<file path="src/shared/ssq_pkg.sv">
// sequential break sequencer: register map, field layout, modes, actions
// assumes a 32-bit axi4-lite register bus and twelve numbered match channels
package ssq_pkg;
    localparam int NCH = 12;
    // register byte offsets
    localparam logic [7:0] OFS_MODE = 8'h00;
    localparam logic [7:0] OFS_CH_EN = 8'h04;
    localparam logic [7:0] OFS_ACTION = 8'h08;
    localparam logic [7:0] OFS_PRE_LO = 8'h0C;
    localparam logic [7:0] OFS_PRE_HI = 8'h10;
    localparam logic [7:0] OFS_FLAG_OP = 8'h14;
    localparam logic [7:0] OFS_COUNT = 8'h18;
    localparam logic [7:0] OFS_STATUS = 8'h1C;
    localparam logic [7:0] OFS_CTRL = 8'h20;
    // field positions
    localparam int POS_CNT_A = 0;
    localparam int POS_CNT_B = 16;
    localparam int POS_ST_FLAG = 4;
    localparam int POS_ST_SAT = 16;
    localparam int POS_CTRL_RESTART = 0;
    // reset values
    localparam logic [3:0] RST_MODE = 4'h0;
    localparam logic [11:0] RST_CH_EN = 12'h000;
    localparam logic [23:0] RST_ACTION = 24'h000000;
    localparam logic [31:0] RST_PRE_LO = 32'h00000000;
    localparam logic [15:0] RST_PRE_HI = 16'h0000;
    localparam logic [23:0] RST_FLAG_OP = 24'h000000;
    localparam logic [31:0] RST_COUNT = 32'h00000000;
    // channel indices (zero based): two that carry a count condition, one that only breaks
    localparam int CNT_CH_A = 1;
    localparam int CNT_CH_B = 10;
    localparam int BRK_ONLY_CH = 6;
    // channel capability masks, bit n is channel n+1
    localparam logic [11:0] TRACE_OK = 12'h9B0;
    localparam logic [11:0] CPU_GROUP = 12'hE7F;
    localparam logic [11:0] BUS_GROUP = 12'h180;
    // prerequisite selector codes
    localparam logic [3:0] PRE_NONE = 4'h0;
    localparam logic [3:0] PRE_FLAG = 4'hF;
    // axi responses
    localparam logic [1:0] RESP_OKAY = 2'h0;
    localparam logic [1:0] RESP_SLVERR = 2'h2;

    typedef enum logic [3:0] {
        MODE_OFF = 4'h0, MODE_P2_1 = 4'h1, MODE_P4_3 = 4'h2, MODE_P6_5 = 4'h3,
        MODE_P11_10 = 4'h4, MODE_C3 = 4'h5, MODE_C4 = 4'h6, MODE_C5 = 4'h7,
        MODE_C6 = 4'h8, MODE_C7 = 4'h9, MODE_C8 = 4'hA, MODE_B9_8 = 4'hB,
        MODE_B8_9 = 4'hC, MODE_CPU_FREE = 4'hD, MODE_BUS_FREE = 4'hE
    } ssq_mode_t;

    typedef enum logic [1:0] {
        ACT_BREAK = 2'h0, ACT_TRACE = 2'h1, ACT_PERF_START = 2'h2, ACT_PERF_END = 2'h3
    } ssq_act_t;

    typedef enum logic [1:0] {
        FOP_NONE = 2'h0, FOP_SET = 2'h1, FOP_CLEAR = 2'h2
    } ssq_fop_t;
endpackage

</file>
<file path="src/design/ssq_sequencer.sv">
// sequential break sequencer: chains channel matches and requests a halt
// assumes channel comparators give one-cycle match pulses synchronous to CLK
`timescale 1ns/1ps

module ssq_sequencer (
    input wire logic CLK,
    input wire logic RST_N,
    input wire logic [11:0] CH_MATCH,
    input wire logic CORE_HALTED,
    input wire logic AWVALID,
    output logic AWREADY,
    input wire logic [31:0] AWADDR,
    input wire logic [2:0] AWPROT,
    input wire logic WVALID,
    output logic WREADY,
    input wire logic [31:0] WDATA,
    input wire logic [3:0] WSTRB,
    output logic BVALID,
    input wire logic BREADY,
    output logic [1:0] BRESP,
    input wire logic ARVALID,
    output logic ARREADY,
    input wire logic [31:0] ARADDR,
    input wire logic [2:0] ARPROT,
    output logic RVALID,
    input wire logic RREADY,
    output logic [31:0] RDATA,
    output logic [1:0] RRESP,
    output logic BREAK_REQ,
    output logic TRACE_REQ,
    output logic PERF_START,
    output logic PERF_END,
    output logic MATCH_FLAG
);
    import ssq_pkg::*;

    logic [3:0] mode_reg;
    logic [11:0] ch_en_reg;
    logic [23:0] action_reg;
    logic [31:0] pre_lo_reg;
    logic [15:0] pre_hi_reg;
    logic [23:0] flag_op_reg;
    logic [31:0] count_reg;
    logic [15:0] cnt_a_reg, cnt_b_reg;
    logic [3:0] step_reg;
    logic [11:0] sat_reg, sat_next;
    logic [11:0] ev, qual, used_as_pre;
    logic hit_a, hit_b, flag_next, step_adv, restart, do_write;
    logic brk_next, trc_next, pst_next, pen_next;
    logic aw_held_reg, w_held_reg;
    logic [7:0] awaddr_reg;
    logic [31:0] wdata_reg;
    logic [3:0] wstrb_reg;
    logic [7:0] wa;

    // channel number (1 based) at a given step of a fixed chain
    function automatic logic [3:0] seq_ch(input logic [3:0] m, input logic [3:0] s);
        logic [3:0] full [8];
        full = '{4'hB, 4'hA, 4'h6, 4'h5, 4'h4, 4'h3, 4'h2, 4'h1};
        unique case (m)
            MODE_P2_1: seq_ch = (s == 4'h0) ? 4'h2 : 4'h1;
            MODE_P4_3: seq_ch = (s == 4'h0) ? 4'h4 : 4'h3;
            MODE_P6_5: seq_ch = (s == 4'h0) ? 4'h6 : 4'h5;
            MODE_P11_10: seq_ch = (s == 4'h0) ? 4'hB : 4'hA;
            MODE_B9_8: seq_ch = (s == 4'h0) ? 4'h9 : 4'h8;
            MODE_B8_9: seq_ch = (s == 4'h0) ? 4'h8 : 4'h9;
            MODE_C3, MODE_C4, MODE_C5, MODE_C6, MODE_C7, MODE_C8: begin
                // each many-channel chain is a tail of the eight-step chain
                seq_ch = full[3'((4'h8 - seq_len(m)) + s)];
            end
            default: seq_ch = 4'h0;
        endcase
    endfunction

    // number of steps in a fixed chain, zero when the mode is not one
    function automatic logic [3:0] seq_len(input logic [3:0] m);
        unique case (m)
            MODE_P2_1, MODE_P4_3, MODE_P6_5, MODE_P11_10, MODE_B9_8, MODE_B8_9: seq_len = 4'h2;
            MODE_C3: seq_len = 4'h3;
            MODE_C4: seq_len = 4'h4;
            MODE_C5: seq_len = 4'h5;
            MODE_C6: seq_len = 4'h6;
            MODE_C7: seq_len = 4'h7;
            MODE_C8: seq_len = 4'h8;
            default: seq_len = 4'h0;
        endcase
    endfunction

    // prerequisite selector of channel i (0 based)
    function automatic logic [3:0] pre_of(input int i, input logic [31:0] lo,
                                           input logic [15:0] hi);
        logic [47:0] all;
        all = {hi, lo};
        pre_of = all[i*4 +: 4];
    endfunction

    // counted match: fires when the running count reaches the target
    function automatic logic count_hit(input logic [15:0] cnt, input logic [15:0] tgt);
        count_hit = (17'(cnt) + 17'h00001) >= ((tgt == 16'h0000) ? 17'h00001 : 17'(tgt));
    endfunction
    assign restart = BREAK_REQ | CORE_HALTED;
    // counted channels pass only every n-th raw match
    assign hit_a = CH_MATCH[CNT_CH_A] & ch_en_reg[CNT_CH_A]
                   & count_hit(cnt_a_reg, count_reg[POS_CNT_A +: 16]);
    assign hit_b = CH_MATCH[CNT_CH_B] & ch_en_reg[CNT_CH_B]
                   & count_hit(cnt_b_reg, count_reg[POS_CNT_B +: 16]);

    // match counters for the two counted channels
    always_ff @(posedge CLK or negedge RST_N) begin
        if (!RST_N) begin
            cnt_a_reg <= 16'h0000;
            cnt_b_reg <= 16'h0000;
        end else if (do_write && wa == OFS_COUNT) begin
            cnt_a_reg <= 16'h0000;
            cnt_b_reg <= 16'h0000;
        end else begin
            if (CH_MATCH[CNT_CH_A] && ch_en_reg[CNT_CH_A]) begin
                cnt_a_reg <= hit_a ? 16'h0000 : cnt_a_reg + 16'h0001;
            end
            if (CH_MATCH[CNT_CH_B] && ch_en_reg[CNT_CH_B]) begin
                cnt_b_reg <= hit_b ? 16'h0000 : cnt_b_reg + 16'h0001;
            end
        end
    end

    // bus channels 8 and 9 take their comparator match like any other
    always_comb begin
        ev = CH_MATCH & ch_en_reg;
        ev[CNT_CH_A] = hit_a;
        ev[CNT_CH_B] = hit_b;
    end

    // qualification and flag updates for channels of the active free-mode group, actions for every channel
    always_comb begin
        logic [11:0] grp;
        logic [3:0] p;
        logic [1:0] act;
        logic [1:0] fop;
        // cpu channels chain freely; bus channels chain freely
        grp = (mode_reg == MODE_CPU_FREE) ? CPU_GROUP
              : (mode_reg == MODE_BUS_FREE) ? BUS_GROUP : 12'h000;
        p = PRE_NONE;
        act = ACT_BREAK;
        fop = FOP_NONE;
        qual = ev;
        used_as_pre = 12'h000;
        sat_next = sat_reg;
        flag_next = MATCH_FLAG;
        brk_next = 1'b0;
        trc_next = 1'b0;
        pst_next = 1'b0;
        pen_next = 1'b0;
        step_adv = 1'b0;
        for (int i = 0; i < NCH; i++) begin
            p = pre_of(i, pre_lo_reg, pre_hi_reg);
            if (grp[i] && p != PRE_NONE && p != PRE_FLAG && p <= 4'hC) begin
                used_as_pre[p - 4'h1] = 1'b1;
            end
        end
        for (int i = 0; i < NCH; i++) begin
            p = pre_of(i, pre_lo_reg, pre_hi_reg);
            act = (i == BRK_ONLY_CH) ? ACT_BREAK : action_reg[i*2 +: 2]; // channel 7 breaks
            fop = flag_op_reg[i*2 +: 2];
            if (grp[i]) begin
                // named prerequisite must be satisfied already
                if (p != PRE_NONE && p != PRE_FLAG) begin
                    qual[i] = ev[i] & (p <= 4'hC) & sat_reg[p - 4'h1];
                // flag prerequisite needs the flag set
                end else if (p == PRE_FLAG) begin
                    qual[i] = ev[i] & MATCH_FLAG;
                end
                if (qual[i]) begin
                    sat_next[i] = 1'b1;
                    // qualified match sets or clears the flag
                    if (fop == FOP_SET) begin
                        flag_next = 1'b1;
                    end else if (fop == FOP_CLEAR) begin
                        flag_next = 1'b0;
                    end
                end
            end
            // channel action; trace only where supported
            if (qual[i]) begin
                unique case (act)
                    ACT_BREAK: begin
                        // a prerequisite-only channel never breaks itself
                        if (seq_len(mode_reg) == 4'h0 && !(grp[i] && used_as_pre[i])) begin
                            brk_next = 1'b1;
                        end
                    end
                    ACT_TRACE: trc_next = trc_next | TRACE_OK[i];
                    ACT_PERF_START: pst_next = 1'b1;
                    ACT_PERF_END: pen_next = 1'b1;
                endcase
            end
        end
        if (seq_len(mode_reg) != 4'h0) begin
            if (ev[seq_ch(mode_reg, step_reg) - 4'h1]) begin
                if (step_reg == seq_len(mode_reg) - 4'h1) begin
                    brk_next = 1'b1;
                end else begin
                    step_adv = 1'b1;
                end
            end
        end
    end

    // progress through a fixed chain, cleared on break or mode change
    always_ff @(posedge CLK or negedge RST_N) begin
        if (!RST_N) begin
            step_reg <= 4'h0;
        end else if (restart || brk_next || (do_write && wa == OFS_MODE)
                     || (do_write && wa == OFS_CTRL && wdata_reg[POS_CTRL_RESTART])) begin
            step_reg <= 4'h0;
        end else if (step_adv) begin
            step_reg <= step_reg + 4'h1;
        end
    end

    // satisfied channels of the free modes, cleared the same way
    always_ff @(posedge CLK or negedge RST_N) begin
        if (!RST_N) begin
            sat_reg <= 12'h000;
        end else if (restart || (do_write && wa == OFS_MODE)
                     || (do_write && wa == OFS_CTRL && wdata_reg[POS_CTRL_RESTART])) begin
            sat_reg <= 12'h000;
        end else begin
            sat_reg <= sat_next;
        end
    end

    // shared match flag returns to clear whenever the program halts
    always_ff @(posedge CLK or negedge RST_N) begin
        if (!RST_N) begin
            MATCH_FLAG <= 1'b0;
        end else if (restart || (do_write && wa == OFS_MODE)) begin
            MATCH_FLAG <= 1'b0;
        end else begin
            MATCH_FLAG <= flag_next;
        end
    end

    // one-cycle request pulses towards the core and trace/perf units
    always_ff @(posedge CLK or negedge RST_N) begin
        if (!RST_N) begin
            BREAK_REQ <= 1'b0;
            TRACE_REQ <= 1'b0;
            PERF_START <= 1'b0;
            PERF_END <= 1'b0;
        end else begin
            BREAK_REQ <= brk_next & ~BREAK_REQ;
            TRACE_REQ <= trc_next;
            PERF_START <= pst_next;
            PERF_END <= pen_next;
        end
    end

    // write address and data are captured independently, in either order
    always_ff @(posedge CLK or negedge RST_N) begin
        if (!RST_N) begin
            aw_held_reg <= 1'b0;
            w_held_reg <= 1'b0;
            awaddr_reg <= 8'h00;
            wdata_reg <= 32'h00000000;
            wstrb_reg <= 4'h0;
        end else if (do_write) begin
            aw_held_reg <= 1'b0;
            w_held_reg <= 1'b0;
        end else begin
            if (AWVALID && AWREADY) begin
                aw_held_reg <= 1'b1;
                awaddr_reg <= AWADDR[7:0];
            end
            if (WVALID && WREADY) begin
                w_held_reg <= 1'b1;
                wdata_reg <= WDATA;
                wstrb_reg <= WSTRB;
            end
        end
    end

    assign do_write = aw_held_reg & w_held_reg & ~BVALID;
    assign wa = {awaddr_reg[7:2], 2'b00};

    // ready flags and write response
    always_ff @(posedge CLK or negedge RST_N) begin
        if (!RST_N) begin
            AWREADY <= 1'b0;
            WREADY <= 1'b0;
            BVALID <= 1'b0;
            BRESP <= RESP_OKAY;
        end else begin
            AWREADY <= ~aw_held_reg & ~(AWVALID & AWREADY) & ~BVALID & ~do_write;
            WREADY <= ~w_held_reg & ~(WVALID & WREADY) & ~BVALID & ~do_write;
            if (do_write) begin
                BVALID <= 1'b1;
                BRESP <= (wa <= OFS_CTRL && wa != OFS_STATUS) ? RESP_OKAY : RESP_SLVERR;
            end else if (BVALID && BREADY) begin
                BVALID <= 1'b0;
            end
        end
    end

    // configuration registers, byte lanes honoured
    always_ff @(posedge CLK or negedge RST_N) begin
        if (!RST_N) begin
            mode_reg <= RST_MODE;
            ch_en_reg <= RST_CH_EN;
            action_reg <= RST_ACTION;
            pre_lo_reg <= RST_PRE_LO;
            pre_hi_reg <= RST_PRE_HI;
            flag_op_reg <= RST_FLAG_OP;
            count_reg <= RST_COUNT;
        end else if (do_write) begin
            for (int b = 0; b < 4; b++) begin
                if (wstrb_reg[b]) begin
                    unique case (wa)
                        OFS_MODE: if (b == 0) mode_reg <= wdata_reg[3:0];
                        OFS_CH_EN: if (b < 2) ch_en_reg[b*8 +: 4] <= wdata_reg[b*8 +: 4];
                        OFS_ACTION: if (b < 3) action_reg[b*8 +: 8] <= wdata_reg[b*8 +: 8];
                        OFS_PRE_LO: pre_lo_reg[b*8 +: 8] <= wdata_reg[b*8 +: 8];
                        OFS_PRE_HI: if (b < 2) pre_hi_reg[b*8 +: 8] <= wdata_reg[b*8 +: 8];
                        OFS_FLAG_OP: if (b < 3) flag_op_reg[b*8 +: 8] <= wdata_reg[b*8 +: 8];
                        OFS_COUNT: count_reg[b*8 +: 8] <= wdata_reg[b*8 +: 8];
                        default: ;
                    endcase
                end
            end
            if (wstrb_reg[0] && wa == OFS_CH_EN) begin
                ch_en_reg[7:4] <= wdata_reg[7:4];
            end
        end
    end

    // read channel: one read at a time, answer the cycle after the address
    always_ff @(posedge CLK or negedge RST_N) begin
        if (!RST_N) begin
            ARREADY <= 1'b0;
            RVALID <= 1'b0;
            RDATA <= 32'h00000000;
            RRESP <= RESP_OKAY;
        end else begin
            ARREADY <= ~RVALID & ~(ARVALID & ARREADY);
            if (ARVALID && ARREADY) begin
                RVALID <= 1'b1;
                RRESP <= RESP_OKAY;
                unique case ({ARADDR[7:2], 2'b00})
                    OFS_MODE: RDATA <= {28'h0000000, mode_reg};
                    OFS_CH_EN: RDATA <= {20'h00000, ch_en_reg};
                    OFS_ACTION: RDATA <= {8'h00, action_reg};
                    OFS_PRE_LO: RDATA <= pre_lo_reg;
                    OFS_PRE_HI: RDATA <= {16'h0000, pre_hi_reg};
                    OFS_FLAG_OP: RDATA <= {8'h00, flag_op_reg};
                    OFS_COUNT: RDATA <= count_reg;
                    OFS_STATUS: RDATA <= {4'h0, sat_reg, 11'h000, MATCH_FLAG, step_reg};
                    OFS_CTRL: RDATA <= 32'h00000000;
                    default: begin
                        RDATA <= 32'h00000000;
                        RRESP <= RESP_SLVERR;
                    end
                endcase
            end else if (RVALID && RREADY) begin
                RVALID <= 1'b0;
            end
        end
    end
endmodule

</file>
<file path="config.mk">
export PLATFORM = sky130hd
export DESIGN_NAME = ssq_sequencer
export DESIGN_NICKNAME = d
export VERILOG_FILES = /design/src/shared/ssq_pkg.sv /design/src/design/ssq_sequencer.sv
export SDC_FILE = /design/constraint.sdc
export NUM_CORES = 1
export LEC_CHECK = 0
export ABC_AREA = 1
export BUFFER_PORTS_ARGS = -buffer_cell sky130_fd_sc_hd__clkbuf_2
export CORE_MARGIN = 3
export CORE_UTILIZATION = 30
export DETAILED_ROUTE_END_ITERATION = 10
export SLEW_MARGIN = 30
export SYNTH_ARGS = -nofsm -noshare
export SYNTH_HDL_FRONTEND = slang
export SYNTH_SLANG_ARGS = --single-unit
</file>
<file path="constraint.sdc">
create_clock -name CLK -period 5.01 [get_ports CLK]
set_clock_uncertainty 0.2 [all_clocks]
set_input_delay 0.2505 -clock CLK [delete_from_list [all_inputs] [get_ports CLK]]
set_output_delay 0.2505 -clock CLK [all_outputs]
set_load 0.005 [all_outputs]
</file>
==> flow_summary.toml, run 1 <==
[cts]
clockBufferDepth = 3
clk_latency_ns = 0.55
postCtsResizedCells = 0
clk_pin_slew_ns = 0.06
htree_levels = 2
cts_buffers = 34
root_buffer = "clkbuf_16"
clock_sink_count = 280
cts_tree = "done"

[drt]
met1_length_um = 31800
wl_met3_um = 6180
ant_nets = 0
vias = 18900
routed_via_density = 5.32
drt_iter0_drc = 1944
wirelength_um = 75100
wl_met2_um = 33500
wl_per_cell_um = 21.1
firstDrtPassIters = 6
drc_errors = 0
highest_layer = "met5"

[timing]
period_needed_ns = 4.33
timing.fmax_mhz = 231
timing.final.crit_share_pct = 86.3
relSlewSlack_pct = 37.2
maxSlewViolCount = 0
tightest_slew_ns = 0.933
setup_viol = 0
rsz0062_at_grt = "no"
tns_ns = 0
finalHoldViolCount = 0

[flow_run]
cap_violations = 0

[grt]
grt_start_max_net_pins = 110
grt_overflow = 0
grtUsageTotal_pct = 22.8
grt_antenna_before_repair = 3
grt_pass1_wl_um = 111000
grt_pass1_vias = 17800

[critical_path]
path_max_fanout = 5
cp.arrival_ns = 4.54
critPathLaunchType = "flip-flop"
required_ns = 5.22
worstSetupEndpointType = "flip-flop"
critical_path_class = "flip-flop to flip-flop"

[floorplanning]
fp.dieH_um = 255
dieArea_um2 = 65000
start_util_pct = 30.6
die_w_um = 255
rows = 90
io_pins = 172
core-area_um2 = 60800

[power]
finalPower_mw = 12.2
vdd_drop_max_mv = 0.284
p_leak_nw = 10.2
power.density_nw_per_um2 = 560

[layout]
final_cell_mix = "532 x nand2_1, 383 x inv_1, 292 x o21ai_0"
fin_nets = 2976
final_common_cell = "nand2_1"
synthToLayoutAreaGrowth_pct = 16.9
drive_above_1_share_pct = 8.64

[yosys]
syn_area_per_cell_um2 = 7.16
ys_seq_area_share_pct = 37.7
synth-edff-count = 0
synth_largest_area_cell = "dfrtp_1"
yosysUniqueCellTypes = 61
netlist_instances = 2596
syn_area_um2 = 18600
ys_seq_elements = 280
yosysWarnings = 0
ys.flop_type = "dfrtp_1"
synthArstFlopShare_pct = 100
synth_top_area_share_pct = 37.7
synth.area.top_cells = "dfrtp_1 38%, nand2_1 11%, o21ai_0 7.9%"

[place]
place.gp.congestion = 1.07
numPortBuffers = 111
dp.final_hpwl_um = 58700

[status]
outcome = "completed"

[min_path]
hold_path_class = "input port to flip-flop"
worst max-delay path, cell delays in order (launching register included):
cell and delay (ns):
dfrtp_1 0.42, nand3_1 0.14, nor2_1 0.16, nand3_1 0.14
nor3_1 0.32, nand4_1 0.17, nor2_1 0.19, nand3_1 0.11
xor2_1 0.17, inv_1 0.07, ha_1 0.33, nand4_1 0.12
nor4_1 0.28, nand2_1 0.08, nand3_1 0.22, nand2_1 0.16
o211ai_1 0.25, nand3_1 0.13, nand3_2 0.13, nand4_1 0.11
nand3_1 0.23, nor2_1 0.08
logic make-up after synthesis:
family / count (synthesis) / synth area share, %
AND/OR/NAND/NOR: 1087 / 25.0
AO/OA/AOI/OAI: 604 / 18.3
buffers and inverters: 474 / 9.77
flip-flops: 280 / 37.7
adder cells (fa/ha/maj): 94 / 6.35
XOR/XNOR: 50 / 2.50
multiplexers: 6 / 0.357
other: 1 / 0.0202
what timing repair did:
action                                 4_1_cts  5_1_grt
endpoints found under the hold margin      156        0
buffers inserted                             0        0
hold buffers                                50        0
metrics by stage:
stage	std cells	util (%)	setup slack, ns	cell area [um2]	hold WS (ns)
2_1_floorplan	2597	-	1.46	18600	-0.245
3_3_place_gp	3453	33.1	0.815	20100	0.178
3_5_place_dp	3453	33.1	0.765	20100	0.179
4_1_cts	3560	35.7	0.742	21700	0.0264
5_1_grt	3560	35.7	0.253	21700	0.0633
6_report	3561	35.7	0.684	21700	0.0503
synth_stat cells, types with 9 or more instances:
library cell / number
a21oi_1: 157
a22oi_1: 14
clkbuf_1: 53
clkinv_1: 10
dfrtp_1: 280
ha_1: 92
inv_1: 384
inv_2: 9
nand2_1: 534
nand3_1: 138
nand4_1: 50
nor2_1: 236
nor3_1: 82
nor4_1: 17
o211ai_1: 13
o21ai_0: 292
o221ai_1: 19
o22ai_1: 58
xor2_1: 45
path summary, 6_finish.rpt:
| check | startpoint | end | slack, ns | cells after the start |
|---|---|---|---|---|
| worst max-delay path | cnt_a_reg[0]$_DFFE_PN0P_ | step_reg[3]$_DFFE_PN0P_ | 0.68 | 21 |
| worst min-delay path | ARADDR[3] | RRESP[1]$_DFFE_PN0P_ | 0.05 | 4 |
| worst max register to register | cnt_a_reg[0]$_DFFE_PN0P_ | step_reg[3]$_DFFE_PN0P_ | 0.68 | 21 |
| worst min register to register | RVALID$_DFFE_PN0P_ | ARREADY$_DFF_PN0_ | 0.25 | 1 |
| max in group asynchronous | RST_N | cnt_a_reg[14]$_DFFE_PN0P_ | 3.22 | 3 |
| min in group asynchronous | RST_N | MATCH_FLAG$_DFF_PN0_ | 0.18 | 2 |
metal layers:
| layer | track usage [%] | up-vias |
|---|---|---|
| met5 | 0 | - |
| met4 | 9.58 | 2 |
| met3 | 3.84 | 167 |
| met2 | 36.3 | 858 |
| met1 | 30.7 | 8943 |
| li1 | - | 8977 |
power by group:
part           total, mW  internal (mW)  switching (mW)
sequential          3.76           2.96           0.799
combinational       5.89           1.86            4.04
clock               2.51           1.49            1.02
final cells by class:
type / count / area (um2)
Antenna cell: 1 / 2.50
Tap cell: 782 / 978
Inverter: 403 / 1510
Sequential cell: 280 / 7010
Timing Repair Buffer: 195 / 1350
Clock inverter: 9 / 130
Multi-Input combinational cell: 1843 / 9790
Fill cell: 6478 / 39100
Clock buffer: 48 / 965
No activity file was read; power rests on OpenSTA's default activity.
==> run 2, diff against run 1 <==
--- a/config.mk
+++ b/config.mk
@@ -5,7 +5,6 @@
 export SDC_FILE = /design/constraint.sdc
 export NUM_CORES = 1
 export LEC_CHECK = 0
-export ABC_AREA = 1
 export BUFFER_PORTS_ARGS = -buffer_cell sky130_fd_sc_hd__clkbuf_2
 export CORE_MARGIN = 3
 export CORE_UTILIZATION = 30
==> flow_summary.toml, run 2 <==
[cts]
root_buffer = "clkbuf_16"
clk_latency_ns = 0.61
cts_tree = "done"
clockBufferDepth = 3
clock_sink_count = 280
cts_setup_buffers = 0
cts_buffers = 31
clk_pin_slew_ns = 0.06
htree_levels = 1

[power]
power.density_nw_per_um2 = 493
p_leak_nw = 9.95
vdd_drop_max_mv = 0.337

[critical_path]
crit_top_cell = "ha_1"
critical_path_class = "flip-flop to flip-flop"
critPathLaunchType = "flip-flop"
cp_slowest_cell = "mux4_2"
cp.arrival_ns = 5.05
required_ns = 5.30
path_max_fanout = 6
slowest_delay_ns = 0.49
worstSetupEndpointType = "flip-flop"
path_cells = "nor3b_2 > o21ai_0 > inv_1 > ha_1 > fa_1 > ha_1 > nor2b_1 > o2111ai_1 > a21oi_1 > o22ai_1 > ha_1 > xnor2_1 > buf_4 > mux4_2 > mux2_2 > o22ai_1 > a211oi_2 > a21boi_2"
rrSetupSlack_ns = 0.25

[timing]
timing.final.crit_share_pct = 95.0
tightest_slew_ns = 0.953
maxSlewViolCount = 0
period_needed_ns = 4.76
fin_hold_ws_ns = 0.0240
timing.fmax_mhz = 210
relSlewSlack_pct = 36.2
tns_ns = 0
setup_viol = 0
finalHoldViolCount = 0
rsz0062_at_grt = "no"

[grt]
grt_overflow = 0
grtUsageTotal_pct = 22.9
grt_pass1_wl_um = 118000
grt_pass1_vias = 17900
grt_antenna_before_repair = 2
grt_start_max_net_pins = 116

[yosys]
ys_seq_area_share_pct = 35.7
syn_area_per_cell_um2 = 9.44
synth.area.top_cells = "dfrtp_1 36%, mux2_2 9.7%, ha_1 5.9%"
synth_top_area_share_pct = 35.7
yosysWarnings = 0
syn_area_um2 = 19600
synthArstFlopShare_pct = 100
synthTopCellsByCount = "280 x dfrtp_1, 189 x nand2_1, 170 x mux2_2, 125 x nor2_1, 112 x inv_1"
ys_seq_elements = 280
yosysUniqueCellTypes = 103
synth-edff-count = 0
ys.flop_type = "dfrtp_1"
yosysMostFrequentCell = "dfrtp_1"
synth_largest_area_cell = "dfrtp_1"
netlist_instances = 2079

[drt]
wl_met2_um = 35700
vias = 18300
wirelength_um = 79700
wl_per_cell_um = 25.6
highest_layer = "met5"
drc_errors = 0
routed_via_density = 5.88
drt_iter0_drc = 2198
ant_nets = 0
met1_length_um = 34500
wl_met3_um = 5850
firstDrtPassIters = 6

[floorplanning]
core-area_um2 = 64600
rows = 93
dieArea_um2 = 68600
start_util_pct = 30.4
fp.dieH_um = 262
die_w_um = 262
io_pins = 172

[layout]
final_common_cell = "dfrtp_1"
synthToLayoutAreaGrowth_pct = 17.5
final_cell_mix = "280 x dfrtp_1, 189 x nand2_1, 170 x mux2_2"
drive_above_1_share_pct = 22.3
fin_nets = 2454
fillers = 6506

[min_path]
hold_path_class = "input port to flip-flop"

[place]
dp.final_hpwl_um = 61200
place.gp.congestion = 1.04
numPortBuffers = 111

[status]
outcome = "completed"

[flow_run]
cap_violations = 0
[run 2: critical path: cells and delay by family, from the launching register on]
family          cells  cell delay, ns
mux                 2            0.81
compound gates      7            1.16
fa+ha+maj           4            1.16
flops               1            0.46
buf+inv             2            0.25
xor+xnor            1            0.16
simple gates        2            0.46
[run 2: stage by stage]
stage / power (mW) / cell area, um2 / cells / worst slack (ns) / utilization, %
floorplan: 6.84 / 19600 / 2080 / 0.225 / -
global placement: 8.66 / 21400 / 3002 / 0.242 / 33.1
detailed placement: 8.76 / 21400 / 3003 / 0.211 / 33.1
CTS: 11.3 / 23000 / 3112 / 0.184 / 35.6
global route: 12.0 / 23100 / 3114 / 0.0300 / 35.7
finish: 11.4 / 23100 / 3115 / 0.248 / 35.7
[run 2: routing by layer]
layer	vias up	track usage, %
met3	174	3.09
li1	8053	-
met2	861	36.4
met5	-	0
met1	9218	31.4
met4	2	9.10
[run 2: report_power, final]
part | total (mW) | switching, mW | internal [mW]
Combinational | 5.09 | 2.94 | 2.15
Clock | 2.47 | 1.02 | 1.45
Sequential | 3.82 | 1.03 | 2.79
Total | 11.4 | 5.00 | 6.39
[run 2: path summary, 6_finish.rpt]
| check | startpoint | end | cells past startpoint |
|---|---|---|---|
| worst max-delay path | mode_reg[2]$_DFFE_PN0P_ | step_reg[3]$_DFFE_PN0P_ | 18 |
| worst min-delay path | CH_MATCH[10] | cnt_b_reg[8]$_DFFE_PN0P_ | 5 |
| worst max register to register | mode_reg[2]$_DFFE_PN0P_ | step_reg[3]$_DFFE_PN0P_ | 18 |
| worst min register to register | RVALID$_DFFE_PN0P_ | ARREADY$_DFF_PN0_ | 1 |
| min in group asynchronous | RST_N | cnt_a_reg[4]$_DFFE_PN0P_ | 3 |
| max in group asynchronous | RST_N | action_reg[17]$_DFFE_PN0P_ | 4 |
[run 2: cell type report]
class	instances	area, um2	share of cell area, %
multi-input cells	1563	11700	50.9
repair buffers	246	1740	7.56
clock buffers	38	832	3.61
clock inverters	19	259	1.12
inverters	113	424	1.84
diodes	1	2.50	0.0108
flip-flops and latches	280	7010	30.4
well taps	855	1070	4.64
[run 2: cell families after synthesis]
family,count (synthesis),synth area share (%)
and+or+nand+nor,656,17.3
muxes,224,14.4
other,1,0.0191
xor gates and xnor gates,43,1.99
buffers and inverters,237,4.90
AOI/OAI and AO/OA,545,19.8
DFF,280,35.7
adders and majority gates,93,5.96
[run 2: timing repair]
action,in CTS,in global routing
gates resized for setup,0,3
hold buffers,52,1
setup endpoints to repair,0,4
hold endpoints to repair,178,27
